==> src/shared/butt_pkg.sv <==
package butt_pkg;
    // register byte offsets
    localparam logic [5:0] OFS_CONTROL_ONE = 6'h00;
    localparam logic [5:0] OFS_CONTROL_TWO = 6'h04;
    localparam logic [5:0] OFS_IRQ_DMA_ENABLE = 6'h0C;
    localparam logic [5:0] OFS_TIMER_FLAGS = 6'h10;
    localparam logic [5:0] OFS_EVENT_TRIGGER = 6'h14;
    localparam logic [5:0] OFS_COUNT_VALUE = 6'h24;
    localparam logic [5:0] OFS_DIVIDER_VALUE = 6'h28;
    localparam logic [5:0] OFS_WRAP_LIMIT = 6'h2C;
    localparam logic [5:0] OFS_IRQ_MASK = 6'h30;
    // control_one bit positions
    localparam int RUN_ENABLE_POS = 0;
    localparam int UPDATE_INHIBIT_POS = 1;
    localparam int UPDATE_SOURCE_POS = 2;
    localparam int WRAP_PRELOAD_POS = 7;
    // irq_dma_enable bit positions
    localparam int UPDATE_IRQ_EN_POS = 0;
    localparam int UPDATE_DMA_EN_POS = 8;
    // status, trigger bit positions
    localparam int UPDATE_FLAG_POS = 0;
    localparam int FORCE_UPDATE_POS = 0;
    // writable masks
    localparam logic [15:0] CONTROL_ONE_MASK = 16'h0087;
    localparam logic [15:0] CONTROL_TWO_MASK = 16'h0070;
    localparam logic [15:0] IRQ_DMA_MASK = 16'h0101;
    localparam logic [15:0] FLAGS_MASK = 16'h0001;
    // reset values and the count step
    localparam logic [15:0] ZERO_RESET = 16'h0000;
    localparam logic [15:0] WRAP_LIMIT_RESET = 16'hFFFF;
    localparam logic [15:0] COUNT_ONE = 16'h0001;
    // master trigger selections held in control_two
    localparam logic [2:0] MTO_RESET = 3'h0;
    localparam logic [2:0] MTO_ENABLE = 3'h1;
    localparam logic [2:0] MTO_UPDATE = 3'h2;
    localparam int MTO_LSB = 4;
endpackage

==> src/rtl/butt_timer.sv <==
// Local design decision: the APB register port.
`timescale 1ns/10ps
// How it works
// counter is 16-bit, counts up only
// only internal clock drives the timer
// counter, reload, divider are 16-bit registers
// divide ratio is divider value plus one
// divider value buffered, applied at update
// run enable bit gates prescaler and counter
// count to wrap limit, restart, overrun
// update copies buffered reload and divider
// update inhibit suppresses all update events
// update raises irq or dma when enabled
// dma request issued on update when enabled
// registers at fixed offsets, 16-bit wide
// source select limits requests to overrun
// reload preload defers write to update
// update flag set by hardware, software clears
// force update zeroes counter, prescaler, updates
// interrupt line while flag and enable set; this design also needs the mask bit set
//
// one clock, one reset, an apb slave for software
// the bus answers with no wait state
// reads come from a register loaded in the setup cycle
// unmapped or misaligned offsets raise pslverr
// writes to unmapped offsets change nothing
// the prescaler counts kernel clocks up to its working divider
// a prescaler wrap is one counter tick
// the counter wraps to zero after the working limit
// a wrap, a forced update or a slave request is an update
// the inhibit bit blocks every update source
// an update copies buffered divider and limit to working copies
// the source select bit keeps only wraps as requests
// a request sets the sticky flag and may pulse dma
// the flag clears when software writes a one to it
// a set in the same cycle as a clear wins
// the interrupt line needs flag, mask and enable
// the mask register sits at the offset after the limit
// the master trigger output follows control_two bits 6 to 4
// limitation: reads and writes use the low two byte lanes only
module butt_timer
(
    // kernel and bus clock
    input wire logic pclk,
    // asynchronous reset, active low
    input wire logic presetn,
    // slave select
    input wire logic psel,
    // access phase marker
    input wire logic penable,
    // direction, high for write
    input wire logic pwrite,
    // byte address
    input wire logic [31:0] paddr,
    // write data
    input wire logic [31:0] pwdata,
    // byte lane strobes
    input wire logic [3:0] pstrb,
    // read data, registered
    output logic [31:0] prdata,
    // always ready
    output logic pready,
    // error on unmapped access
    output logic pslverr,
    // one-cycle update request from a slave controller
    input wire logic slave_update, // update request from a slave controller
    // level interrupt
    output logic irq,
    // one-cycle dma request pulse
    output logic dma_req,
    // trigger towards other timers
    output logic master_trigger_out
);
    // 16-bit data path, one clock domain only
    // run, inhibit, source select and preload bits
    logic [15:0] control_one_reg;
    // master trigger selection
    logic [15:0] control_two_reg;
    // interrupt and dma enables
    logic [15:0] irq_dma_enable_reg;
    // status bits
    logic [15:0] flags_reg; // sticky update flag
    // same layout as the status bits
    logic [15:0] irq_mask_reg; // gate of the interrupt line
    // the up counter
    logic [15:0] count_value_reg;
    // software copy of the divider
    logic [15:0] divider_value_reg; // buffered divider
    // copy the prescaler compares against
    logic [15:0] divider_active_reg; // working divider
    // software copy of the limit
    logic [15:0] wrap_limit_reg; // buffered reload
    // copy the counter compares against
    logic [15:0] wrap_active_reg; // working reload
    // kernel clocks seen since the last tick
    logic [15:0] prescale_count_reg; // internal divider count
    // dma request flop
    logic dma_req_reg;
    // master trigger flop
    logic mto_reg;
    // read data flop
    logic [31:0] prdata_reg;

    // bus decode
    // access phase of a transfer
    wire logic access = psel && penable;
    // write access
    wire logic wr = access && pwrite;
    // read access
    wire logic rd = access && !pwrite;
    // offset inside the block
    wire logic [5:0] ofs = paddr[5:0];
    // control_one selected
    wire logic hit_ctl1 = ofs == butt_pkg::OFS_CONTROL_ONE;
    // control_two selected
    wire logic hit_ctl2 = ofs == butt_pkg::OFS_CONTROL_TWO;
    // irq_dma_enable selected
    wire logic hit_ien = ofs == butt_pkg::OFS_IRQ_DMA_ENABLE;
    // timer_flags selected
    wire logic hit_sts = ofs == butt_pkg::OFS_TIMER_FLAGS;
    // event_trigger selected
    wire logic hit_ceg = ofs == butt_pkg::OFS_EVENT_TRIGGER;
    // count_value selected
    wire logic hit_cnt = ofs == butt_pkg::OFS_COUNT_VALUE;
    // divider_value selected
    wire logic hit_psc = ofs == butt_pkg::OFS_DIVIDER_VALUE;
    // wrap_limit selected
    wire logic hit_arr = ofs == butt_pkg::OFS_WRAP_LIMIT;
    // interrupt mask selected
    wire logic hit_msk = ofs == butt_pkg::OFS_IRQ_MASK;
    // aligned word inside the block window
    wire logic in_range = paddr[31:6] == 26'h0000000 && paddr[1:0] == 2'h0;
    wire logic mapped = in_range && (hit_ctl1 || hit_ctl2 || hit_ien || hit_sts || hit_ceg
                                     || hit_cnt || hit_psc || hit_arr || hit_msk);

    // merge the low two byte lanes of a write into a 16-bit value
    function automatic logic [15:0] merge16(input logic [15:0] old, input logic [31:0] wd,
                                            input logic [3:0] st);
        merge16 = {st[1] ? wd[15:8] : old[15:8], st[0] ? wd[7:0] : old[7:0]};
    endfunction

    wire logic [15:0] wdata16 = merge16(16'h0000, pwdata, pstrb);

    // register write strobes
    // refused writes never reach a register
    wire logic wr_ok = wr && mapped;
    // control_one write
    wire logic wr_ctl1 = wr_ok && hit_ctl1;
    // control_two write
    wire logic wr_ctl2 = wr_ok && hit_ctl2;
    // enable write
    wire logic wr_ien = wr_ok && hit_ien;
    // flag clear write
    wire logic wr_sts = wr_ok && hit_sts;
    // event trigger write
    wire logic wr_ceg = wr_ok && hit_ceg;
    // counter write
    wire logic wr_cnt = wr_ok && hit_cnt;
    // divider write
    wire logic wr_psc = wr_ok && hit_psc;
    // limit write
    wire logic wr_arr = wr_ok && hit_arr;
    // mask write
    wire logic wr_msk = wr_ok && hit_msk;

    // control bits
    // counting allowed
    wire logic run_enable_bit = control_one_reg[butt_pkg::RUN_ENABLE_POS];
    // all updates blocked
    wire logic update_inhibit = control_one_reg[butt_pkg::UPDATE_INHIBIT_POS];
    // only wraps make requests
    wire logic update_source_select = control_one_reg[butt_pkg::UPDATE_SOURCE_POS];
    // limit writes wait for an update
    wire logic wrap_preload_enable = control_one_reg[butt_pkg::WRAP_PRELOAD_POS];
    // interrupt on request
    wire logic update_irq_enable = irq_dma_enable_reg[butt_pkg::UPDATE_IRQ_EN_POS];
    // dma on request
    wire logic update_dma_enable = irq_dma_enable_reg[butt_pkg::UPDATE_DMA_EN_POS];
    // master trigger source
    wire logic [2:0] mto_sel = control_two_reg[butt_pkg::MTO_LSB +: 3];

    // force update request, write-one, never stored so reads as zero
    wire logic force_update_bit = wr_ceg && pwdata[butt_pkg::FORCE_UPDATE_POS] && pstrb[0];

    // prescaler: tick when internal count reaches working divider
    // prescaler has seen divider plus one clocks
    wire logic prescale_wrap = prescale_count_reg == divider_active_reg;
    // a tick only while running, so a stopped timer holds
    wire logic counter_tick = run_enable_bit && prescale_wrap;
    // overrun when counter equals working reload on a tick
    wire logic at_limit = count_value_reg == wrap_active_reg;
    wire logic overrun = counter_tick && at_limit;

    // update event sources, all blocked by inhibit
    // a forced update still zeroes the counter while inhibited
    wire logic update_event = !update_inhibit && (overrun || force_update_bit || slave_update);
    // requests are a subset of update events
    // request source filter for irq and dma
    wire logic update_request = update_source_select ? (!update_inhibit && overrun) : update_event;

    // control registers and enables
    always_ff @(posedge pclk or negedge presetn)
    begin
        if (!presetn)
        begin
            control_one_reg <= butt_pkg::ZERO_RESET;
            control_two_reg <= butt_pkg::ZERO_RESET;
            irq_dma_enable_reg <= butt_pkg::ZERO_RESET;
            irq_mask_reg <= butt_pkg::ZERO_RESET;
        end
        else
        begin
            // writable bits only; reserved bits read zero
            // run, inhibit, source and preload bits
            if (wr_ctl1)
                control_one_reg <= merge16(control_one_reg, pwdata, pstrb) & butt_pkg::CONTROL_ONE_MASK;
            // master trigger selection
            if (wr_ctl2)
                control_two_reg <= merge16(control_two_reg, pwdata, pstrb) & butt_pkg::CONTROL_TWO_MASK;
            // interrupt and dma enables
            if (wr_ien)
                irq_dma_enable_reg <= merge16(irq_dma_enable_reg, pwdata, pstrb) & butt_pkg::IRQ_DMA_MASK;
            // interrupt mask
            if (wr_msk)
                irq_mask_reg <= merge16(irq_mask_reg, pwdata, pstrb) & butt_pkg::FLAGS_MASK;
        end
    end

    // sticky update flag: write one clears, a new set wins
    // every request sets the flag, enabled or not
    wire logic [15:0] flag_set = {15'h0000, update_request};
    // write-one clear on the writable bits only
    wire logic [15:0] flag_clr = wr_sts ? (wdata16 & butt_pkg::FLAGS_MASK) : butt_pkg::ZERO_RESET;
    always_ff @(posedge pclk or negedge presetn)
    begin
        if (!presetn)
            flags_reg <= butt_pkg::ZERO_RESET;
        // clear first, then the set, so a set in the same cycle wins
        else
            flags_reg <= (flags_reg & ~flag_clr) | flag_set;
    end

    // buffered divider and reload, with active copies
    always_ff @(posedge pclk or negedge presetn)
    begin
        if (!presetn)
        begin
            divider_value_reg <= butt_pkg::ZERO_RESET;
            divider_active_reg <= butt_pkg::ZERO_RESET;
            wrap_limit_reg <= butt_pkg::WRAP_LIMIT_RESET;
            wrap_active_reg <= butt_pkg::WRAP_LIMIT_RESET;
        end
        else
        begin
            // software divider copy
            if (wr_psc)
                divider_value_reg <= merge16(divider_value_reg, pwdata, pstrb);
            // software limit copy
            if (wr_arr)
                wrap_limit_reg <= merge16(wrap_limit_reg, pwdata, pstrb);
            // update loads active copies from the buffers
            if (update_event)
            begin
                divider_active_reg <= divider_value_reg;
                wrap_active_reg <= wrap_limit_reg;
            end
            // without preload a reload write acts at once
            // placed last so a same-cycle write beats the update copy
            if (wr_arr && !wrap_preload_enable)
                wrap_active_reg <= merge16(wrap_limit_reg, pwdata, pstrb);
        end
    end

    // prescaler counter, cleared by force update
    always_ff @(posedge pclk or negedge presetn)
    begin
        if (!presetn)
            prescale_count_reg <= butt_pkg::ZERO_RESET;
        // forced update restarts the division
        else if (force_update_bit)
            prescale_count_reg <= butt_pkg::ZERO_RESET;
        // stopped timer keeps its partial count
        else if (run_enable_bit)
            prescale_count_reg <= prescale_wrap ? butt_pkg::ZERO_RESET : prescale_count_reg + butt_pkg::COUNT_ONE;
    end

    // up counter: zero on force or overrun, else add one per tick
    always_ff @(posedge pclk or negedge presetn)
    begin
        if (!presetn)
            count_value_reg <= butt_pkg::ZERO_RESET;
        // forced update beats everything
        else if (force_update_bit)
            count_value_reg <= butt_pkg::ZERO_RESET;
        // software write beats counting
        else if (wr_cnt)
            count_value_reg <= merge16(count_value_reg, pwdata, pstrb);
        // wrap at the working limit
        else if (overrun)
            count_value_reg <= butt_pkg::ZERO_RESET;
        // plain count, never down
        else if (counter_tick)
            count_value_reg <= count_value_reg + butt_pkg::COUNT_ONE;
    end

    // dma request pulse and master trigger output
    always_ff @(posedge pclk or negedge presetn)
    begin
        if (!presetn)
        begin
            dma_req_reg <= 1'b0;
            mto_reg <= 1'b0;
        end
        else
        begin
            // one pulse per request while enabled
            dma_req_reg <= update_request && update_dma_enable;
            // trigger source chosen by software
            unique case (mto_sel)
                // forced update pulse
                butt_pkg::MTO_RESET: mto_reg <= force_update_bit;
                // run level
                butt_pkg::MTO_ENABLE: mto_reg <= run_enable_bit;
                // update pulse
                butt_pkg::MTO_UPDATE: mto_reg <= update_event;
                // unused selections stay low
                default: mto_reg <= 1'b0;
            endcase
        end
    end

    // read mux
    // event_trigger and holes read zero
    wire logic [15:0] rd16 = hit_ctl1 ? control_one_reg :
                             hit_ctl2 ? control_two_reg :
                             hit_ien ? irq_dma_enable_reg :
                             hit_sts ? flags_reg :
                             hit_cnt ? count_value_reg :
                             hit_psc ? divider_value_reg :
                             hit_arr ? wrap_limit_reg :
                             hit_msk ? irq_mask_reg : butt_pkg::ZERO_RESET;

    // read data registered in the setup cycle
    always_ff @(posedge pclk or negedge presetn)
    begin
        if (!presetn)
            prdata_reg <= 32'h00000000;
        // loaded in the setup cycle, stands through the access cycle
        else if (psel && !penable && !pwrite)
            prdata_reg <= {16'h0000, rd16};
    end

    // outputs: zero wait state, error on unmapped
    // registered read data
    assign prdata = prdata_reg;
    // no wait states
    assign pready = 1'b1;
    // error only in the access cycle
    assign pslverr = access && !mapped;
    // interrupt needs enable, flag and mask
    assign irq = update_irq_enable && (|(flags_reg & irq_mask_reg));
    // dma pulse
    assign dma_req = dma_req_reg;
    // trigger flop
    assign master_trigger_out = mto_reg;
endmodule // butt_timer

==> config.mk <==
export PLATFORM = sky130hd
export DESIGN_NAME = butt_timer
export DESIGN_NICKNAME = d
export VERILOG_FILES = /design/src/shared/butt_pkg.sv /design/src/rtl/butt_timer.sv
export SDC_FILE = /design/constraint.sdc
export NUM_CORES = 1
export LEC_CHECK = 0
export BUFFER_PORTS_ARGS = -buffer_cell sky130_fd_sc_hd__buf_2
export CAP_MARGIN = 20
export CORE_MARGIN = 2
export CORE_UTILIZATION = 55
export CTS_BUF_LIST = sky130_fd_sc_hd__clkbuf_16
export CTS_CLUSTER_DIAMETER = 40
export CTS_CLUSTER_SIZE = 8
export DETAILED_ROUTE_END_ITERATION = 8
export MAX_ROUTING_LAYER = met4
export PLACE_DENSITY = 0.89
export RECOVER_POWER = 25
export REMOVE_ABC_BUFFERS = 1
export SKIP_LAST_GASP = 1
export SYNTH_ARGS = -nofsm -noshare
export SYNTH_HDL_FRONTEND = slang
export SYNTH_SLANG_ARGS = --single-unit
==> constraint.sdc <==
create_clock -name pclk -period 3.1 [get_ports pclk]
set_input_delay 0.31 -clock pclk [delete_from_list [all_inputs] [get_ports pclk]]
set_output_delay 0.31 -clock pclk [all_outputs]
set_load 0.01 [all_outputs]
=== Yosys cells after proc, flatten, opt, wreduce, memory -nomap -nowiden ===
Cells that the tools add are included.
W data, S select, Z words.

* Output and inout port bits: 37
* Word-level logic and storage cells: 120
* Input port bits: 74
* Register bits: 140

* Reduce and logical (&&, ||, !) cells: 58
* $add $sub $neg: 2
* Muxes and demuxes: 25
* Eq/ne operators: 14
* Bitwise operators: 4

{| class="wikitable"
|+ Operator list
! kind !! count
|-
| $mux W16 || 16
|-
| $add A16 B1 Y16 const B || 2
|-
| $eq A16 B16 Y1 || 2
|-
| $mux W8 || 4
|-
| $logic_and A1 B1 Y1 || 26
|-
| $logic_not A26 Y1 || 1
|-
| $eq A6 B6 Y1 const B || 4
|-
| $reduce_and A2 Y1 || 9
|-
| $and A16 B1 Y16 || 1
|-
| $and A16 B16 Y16 || 1
|-
| $not A1 Y16 || 1
|-
| $or A16 B1 Y16 || 1
|-
| $reduce_or A16 Y1 || 1
|-
| $eq A6 B5 Y1 const B || 2
|-
| $logic_or A1 B1 Y1 || 10
|-
| $eq A6 B3 Y1 const B || 1
|-
| $eq A6 B4 Y1 const B || 1
|-
| $logic_not A6 Y1 || 1
|-
| $ne A3 B2 Y1 const B || 2
|-
| $logic_not A1 Y1 || 5
|-
| $mux W1 || 4
|-
| $reduce_bool A2 Y1 || 2
|-
| $reduce_bool A4 Y1 || 1
|-
| $eq A3 B1 Y1 const B || 1
|-
| 4 further kinds || 4
|}

=== Logic depth before layout (Yosys ltp) ===
Gate-level depths: netlist of the first run.

* Depth in word-level cells: 19
* Gate-level depth with buffers: 10
* Gate-level depth less buffers: 8

=== Worst setup path before layout of the first run ===
OpenSTA, ideal clock, no wires.

* Path kind: register to register
* From: reg prescale_count_reg[5]
* To: reg divider_active_reg[10]
* Stages on the path, launching flop included: 8
* Path slack: 0.727 ns
* Setup time: 0.125 ns
* Path buffers: 1
* Data arrival time: 2.248 ns
* Period minus slack after synthesis: 2.373 ns
* Data required time: 2.975 ns
* Path through: dfrtp_1 > xor2_1 > nor4_1 > and4_1 > nand3_1 > a21oi_4 > buf_2 > mux2_2

* Longest elaborated chain between the ends: 6

{| class="wikitable"
|+ RTL lines
! element !! RTL line !! text
|-
| start: declaration || butt_timer.sv:96 || <nowiki>logic [15:0] prescale_count_reg;</nowiki>
|-
| start signal: assignment || butt_timer.sv:278 || <nowiki>prescale_count_reg <= butt_pkg::ZERO_RESET;</nowiki>
|-
| start signal: assignment || butt_timer.sv:281 || <nowiki>prescale_count_reg <= butt_pkg::ZERO_RESET;</nowiki>
|-
| start signal: assignment || butt_timer.sv:284 || <nowiki>prescale_count_reg <= prescale_wrap ? butt_pkg::ZERO_RESET : prescale_count_reg + butt_pkg::COUNT_ONE;</nowiki>
|-
| $eq A16 B16 Y1 || butt_timer.sv:187 || <nowiki>wire logic prescale_wrap = prescale_count_reg == divider_active_reg;</nowiki>
|-
| $logic_and A1 B1 Y1 || butt_timer.sv:189 || <nowiki>wire logic counter_tick = run_enable_bit && prescale_wrap;</nowiki>
|-
| $logic_and A1 B1 Y1 || butt_timer.sv:192 || <nowiki>wire logic overrun = counter_tick && at_limit;</nowiki>
|-
| $logic_or A1 B1 Y1 (2 in series) || butt_timer.sv:196 || <nowiki>wire logic update_event = !update_inhibit && (overrun || force_update_bit || slave_update);</nowiki>
|-
| $logic_and A1 B1 Y1 || butt_timer.sv:196 ||
|-
| end signal: assignment || butt_timer.sv:249 || <nowiki>divider_active_reg <= butt_pkg::ZERO_RESET;</nowiki>
|-
| end signal: assignment || butt_timer.sv:264 || <nowiki>divider_active_reg <= divider_value_reg;</nowiki>
|-
| end: declaration || butt_timer.sv:90 || <nowiki>logic [15:0] divider_active_reg;</nowiki>
|}

No other way between the ends.
A chain may end at the register's enable or synchronous reset.

=== Final worst setup path of the first run ===
* From: reg prescale_count_reg[5]
* To: reg count_value_reg[12]

* Longest elaborated chain between the ends: 6
* Elaborated cells on any way between the ends: 8
* Classes of those cells: eq/ne: 1; mux: 3; reduce/logical: 4

{| class="wikitable"
|+ RTL lines
! element !! RTL line !! text
|-
| $eq A16 B16 Y1 * || butt_timer.sv:187 ||
|-
| $logic_and A1 B1 Y1 * || butt_timer.sv:189 ||
|-
| $logic_and A1 B1 Y1 || butt_timer.sv:192 ||
|-
| $mux W16 || butt_timer.sv:299 || <nowiki>else if (overrun)</nowiki>
|-
| $mux W16 || butt_timer.sv:296 || <nowiki>else if (wr_cnt)</nowiki>
|-
| $mux W16 || butt_timer.sv:293 || <nowiki>else if (force_update_bit)</nowiki>
|-
| end signal: assignment || butt_timer.sv:294 || <nowiki>count_value_reg <= butt_pkg::ZERO_RESET;</nowiki>
|-
| end signal: assignment || butt_timer.sv:297 || <nowiki>count_value_reg <= merge16(count_value_reg, pwdata, pstrb);</nowiki>
|-
| end signal: assignment || butt_timer.sv:300 || <nowiki>count_value_reg <= butt_pkg::ZERO_RESET;</nowiki>
|-
| end: declaration || butt_timer.sv:86 || <nowiki>logic [15:0] count_value_reg;</nowiki>
|}

Mark *: on every way between the ends. The rest lies on a longest branch, timed or not.

==> results of run 1 <==
worst paths after layout:
check | start | end | cells after the start
worst max-delay path | prescale_count_reg[5] | count_value_reg[12] | 8
worst min-delay path | pwdata[1] | wrap_limit_reg[1] | 2
worst max register to register | prescale_count_reg[5] | count_value_reg[12] | 8
worst min register to register | prdata[6] | prdata[6] | 2
max in group asynchronous | presetn | prdata[6] | 1
min in group asynchronous | presetn | count_value_reg[11] | 1
kinds of logic after synthesis:
family	count (synthesis)	share of synthesized area (%)
AND/OR/NAND/NOR	223	17.5
other	2	0.108
adder cells (fa/ha/maj)	2	0.361
flip-flops	125	45.7
AO/OA/AOI/OAI	125	13.1
XOR/XNOR	45	5.68
multiplexers	83	13.2
buffers and inverters	59	4.46
worst reg2reg max path, stage by stage, from the launching register on:
cell     delay, ps
dfrtp_1        460
xor2_1         200
nor4_1          90
and4_1         240
and3_1         270
nor3_1         710
buf_4          280
a21oi_1         80
o22ai_1        160
layout by cell type, fill, tap and decap left out, types with 18 or more instances in the layout:
cell type  instances
buf_2             74
nand2_1           72
xor2_1            26
buf_4             24
a21oi_1           22
nand4_1           18
xnor2_1           19
mux2_2            67
o21ai_0           27
dfrtp_1           93
nor2_1            44
dfstp_2           32
where the power goes:
part           switching [mW]  internal, mW
logic                   0.168         0.104
registers              0.0215          1.68
clock network           0.751          1.09
cell type report:
cell class,instances,area (µm²)
Clock buffer,17,425
Clock inverter,15,124
Fill cell,966,4400
Inverter,11,41.3
Multi-Input combinational cell,495,3520
Sequential cell,125,3170
Tap cell,172,215
Timing Repair Buffer,100,576
routing by layer:
metal,GRT usage [%],up-vias
met2,47.1,298
met5,-,-
met3,7.21,52
met1,37.0,2880
li1,-,2567
met4,12.1,0
metrics by stage:
stage	utilization, %	power (mW)	hold slack, ps	cell area [µm²]
detailed placement	60.4	1.99	469	7520
global placement	60.4	1.99	462	7520
floorplan	-	1.83	14.4	6720
CTS	64.8	3.82	77.7	8070
finish	64.7	3.81	193	8070
global route	64.7	3.93	203	8070
==> results_dict.tcl, run 1 <==
set metrics [dict create \
    outcome "finished, violations left" \
    violations "capacitance limit, slew limit" \
    grt_first_pass_wirelength_mm 29.4 \
    initial_utilization_pct 55.6 \
    arrival_ps 2900 \
    maxCapViolCount 1 \
    grt_overflow 0 \
    cts_buffers 17 \
    die_w_um 116 \
    synth_edf_count 0 \
    die_h_um 116 \
    cp_top_family "simple AND/OR/NAND/NOR gates" \
    synth_top_cell_by_area "dfrtp_1" \
    firstDrtPassIters 5 \
    syn_to_final_growth_pct 16.4 \
    max_stage_delay_ps 710 \
    clockBufferDepth 2 \
    rsz0062_at_grt "false" \
    synth_ff_type "dfrtp_1" \
    grt_antenna_before_repair 0 \
    p_per_area_nw_per_um2 473 \
    die-area_um2 13500 \
    core_area_um2 12500 \
    cts.htree.levels 4 \
    numPortBuffers 75 \
    fmax_mhz 389 \
    routedLengthMet1_mm 7.54 \
    min_path_type "input port to register" \
    yosysMostFrequentCell "dfrtp_1" \
    ant_nets 0 \
    setup-violations-final 0 \
    endpoint_kind "register" \
    vdd_drop_max_mv 0.372 \
    path_class "register to register" \
    num_rows 41 \
    power.leakage_nw 3.63 \
    post-dp-hpwl_mm 13.4 \
    setup_tns_ps 0 \
    worst_slack_ps 531 \
    cts_tree "yes" \
    ctsHoldBuffers 0 \
    synth.avg_cell_area_um2 10.4 \
    clock_sinks 125 \
    cts_resized 0 \
    worstMarginPinSlew_ps 1860 \
    cp-start-kind "register" \
    yosysWarningCount 0 \
    grt_max_degree 75 \
    drt_iter0_markers 601 \
    first_global_vias 5676 \
    synthCells 664 \
    skew_ps 10.0 \
    globalplace.congestion 1.00 \
    n_antenna_cell 0 \
    routed_wl_mm 18.6 \
    placedCellCount 903 \
    synth.cell_area_um2 6940 \
    met3_length_mm 1.51 \
    synth-seq-cells 125 \
    top_layer "met4" \
    grt_util_all_layers_pct 29.8 \
    num_io_pins 111 \
    worst-path-buf-inv 1 \
    period_needed_ps 2570 \
    cp_max_fo 7 \
    dr_total_vias 5797 \
    synth_top_cells_by_area "dfrtp_1, dfstp_2, mux2_2, nand2_1, xor2_1" \
    hold_viol_final 0 \
    clock_latency_ps 420 \
    synth.distinct_cells 63 \
    worstPathRequired_ps 3430 \
    async_reset_ff_share_pct 100 \
    report.final.slew_viol_count 74 \
    wire_per_inst_um 19.9 \
    seq_area_frac_synth_pct 45.7 \
    vias_per_cell 6.20 \
    drcViolationCount 0 \
    max-slew-margin-rel_pct -23.9 \
    clockRootBuffer "clkbuf_16" \
    pre_cts_slack_ps 393 \
    r2r_slack_ps 530 \
    yosysTopAreaCellShare_pct 33.6 \
    cts_setup_buffers 0 \
    wl_met2_mm 8.96 \
    synth_top_cells_by_count "dfrtp_1, nand2_1, mux2_2" \
    crit_path_top_delay_cell "nor3_1" \
    clk_pin_slew_ps 60 \
    period_share_pct 82.9 \
    finalNonFillerCells 935 \
    final_nets 826 \
    crit_chain "xor2_1, nor4_1, and4_1, and3_1, nor3_1, buf_4, a21oi_1, o22ai_1" \
    drive_above_1_share_pct 32.8 \
]
(Power assumes the default switching activity.)
==> run 2: changes to the inputs <==
clock period = 2.4 ns   (was 3.1 ns; I/O delays follow)
==> run 2 against run 1 <==
  * The flow finishes with violations (setup timing)
  * Cell area is 8.8% higher
  * Die area stayed put
  * Fmax is 5.0% higher
  * Non-clock buffer count is 67 higher
  * Register-to-register slack worse by 580 ps
  * Total power is 35% higher
  * First-iteration DRC count is 14% higher
  * Sequential cell count stayed put
  * Global-route usage is 3.5 points higher
  * Combinational power is 46% higher
  * Wire length is 14% higher
  * Critical path type unchanged
  * Largest power group unchanged
==> results_dict.tcl, run 2 (same netlist as run 1, synthesis figures left out) <==
set metrics [dict create \
    cts_tree "yes" \
    initial_utilization_pct 55.6 \
    rsz0062_at_grt "true" \
    drcViolationCount 0 \
    num_io_pins 111 \
    crit_path_top_delay_cell "nor4_1" \
    report.final.slew_viol_count 0 \
    setup_tns_ps -198 \
    worst_slack_ps -46.5 \
    setup-violations-final 10 \
    fmax_mhz 409 \
    worstPathRequired_ps 2700 \
    final_common_cell "dfrtp_1" \
    holdWs_ps 110 \
    endpoint_kind "register" \
    path_class "register to register" \
    firstDrtPassIters 5 \
    pre_cts_slack_ps -79.4 \
    clk_pin_slew_ps 60 \
    cp_max_fo 8 \
    hold_viol_final 0 \
    period_share_pct 102 \
    core_area_um2 12500 \
    max-slew-margin-rel_pct 22.4 \
    clockBufferDepth 2 \
    grt_overflow 0 \
    outcome "finished, violations left" \
    ant_nets 0 \
    p_total_mw 5.15 \
    globalplace.congestion 1.00 \
    die_h_um 116 \
    grt_first_pass_wirelength_mm 32.5 \
    min_path_type "input port to register" \
    first_global_vias 6044 \
    cts.htree.levels 4 \
    vdd_drop_max_mv 0.689 \
    clock_sinks 125 \
    cp_top_family "simple AND/OR/NAND/NOR gates" \
    power.leakage_nw 4.04 \
    vias_per_cell 6.28 \
    dr_total_vias 6291 \
    final_cell_mix "dfrtp_1, buf_4, buf_2" \
    fin_util_pct 70.4 \
    worst-path-buf-inv 2 \
    arrival_ps 2750 \
    num_rows 41 \
    n_antenna_cell 0 \
    maxCapViolCount 0 \
    wire_per_inst_um 21.2 \
    crit_chain "xor2_1, nor4_1, and4_4, nand3_4, a21oi_4, buf_12, clkbuf_16, mux2_2" \
    clockRootBuffer "clkbuf_16" \
    worstMarginPinSlew_ps 1160 \
    die_w_um 116 \
    syn_to_final_growth_pct 26.6 \
    numPortBuffers 75 \
    fill_cells 866 \
    skew_ps 11.8 \
    max_stage_delay_ps 420 \
    dpl-instance-area_um2 7990 \
    cp-start-kind "register" \
    finalNonFillerCells 1002 \
    period_needed_ps 2450 \
    drive_above_1_share_pct 39.9 \
    final_nets 893 \
    grt_max_degree 48 \
    clock_latency_ps 430 \
    p_per_area_nw_per_um2 586 \
    grt_util_all_layers_pct 33.2 \
    post-dp-hpwl_mm 15.2 \
    die-area_um2 13500 \
    drt_iter0_markers 685 \
    design_area_um2 8780 \
    routed_wl_mm 21.2 \
    grt_antenna_before_repair 0 \
    placedCellCount 963 \
    cts_buffers 17 \
    violations "setup timing" \
]
-- run 2: layout make-up --
| cell class | count | area [µm²] | area share, % |
|---|---|---|---|
| Clock inverter | 15 | 159 | 1.81 |
| Multi-Input combinational cell | 495 | 3650 | 41.5 |
| Timing Repair Buffer | 167 | 1120 | 12.8 |
| Clock buffer | 17 | 425 | 4.85 |
| Sequential cell | 125 | 3170 | 36.1 |
| Tap cell | 172 | 215 | 2.45 |
| Inverter | 11 | 41.3 | 0.470 |
-- run 2: worst reg2reg max path: stages, from the launching register on --
cell and delay, ps:
dfrtp_1 400, xor2_1 180, nor4_1 420, and4_4 380, nand3_4 100, a21oi_4 190
buf_12 150, clkbuf_16 150, mux2_2 340
-- run 2: final timing paths --
check | cells past startpoint | end | slack (ps) | start
min | 2 | wrap_limit_reg[15] | 110 | pwdata[15]
min reg2reg | 2 | prdata[6] | 480 | prdata[6]
max in group asynchronous | 3 | prescale_count_reg[8] | 480 | presetn
max | 8 | divider_active_reg[1] | -50 | divider_active_reg[9]
min in group asynchronous | 2 | count_value_reg[12] | 580 | presetn
max reg2reg | 8 | divider_active_reg[1] | -50 | divider_active_reg[9]
-- run 2: timing repair --
item                       4_1_cts  5_1_grt
gates cloned                     0        1
buffers inserted                 3        2
pin swaps                        3        9
gates resized for setup          7       24
hold buffers                     1        0
setup endpoints to repair       39       46
hold endpoints to repair        32        0
-- run 2: where the power goes --
part           total (mW)  switching [mW]  internal (mW)
Sequential           2.20          0.0310           2.16
Combinational       0.398           0.235          0.163
Clock                2.55           0.946           1.61
-- run 2: per-layer routing --
| layer | GRT usage [%] | vias to the layer above | part of all wire (%) |
|---|---|---|---|
| met4 | 14.4 | 0 | 4.9 |
| met2 | 51.6 | 421 | 48 |
| met1 | 41.2 | 3062 | 37 |
| met3 | 8.98 | 104 | 9.6 |
| li1 | - | 2704 | - |
| met5 | - | - | 0 |
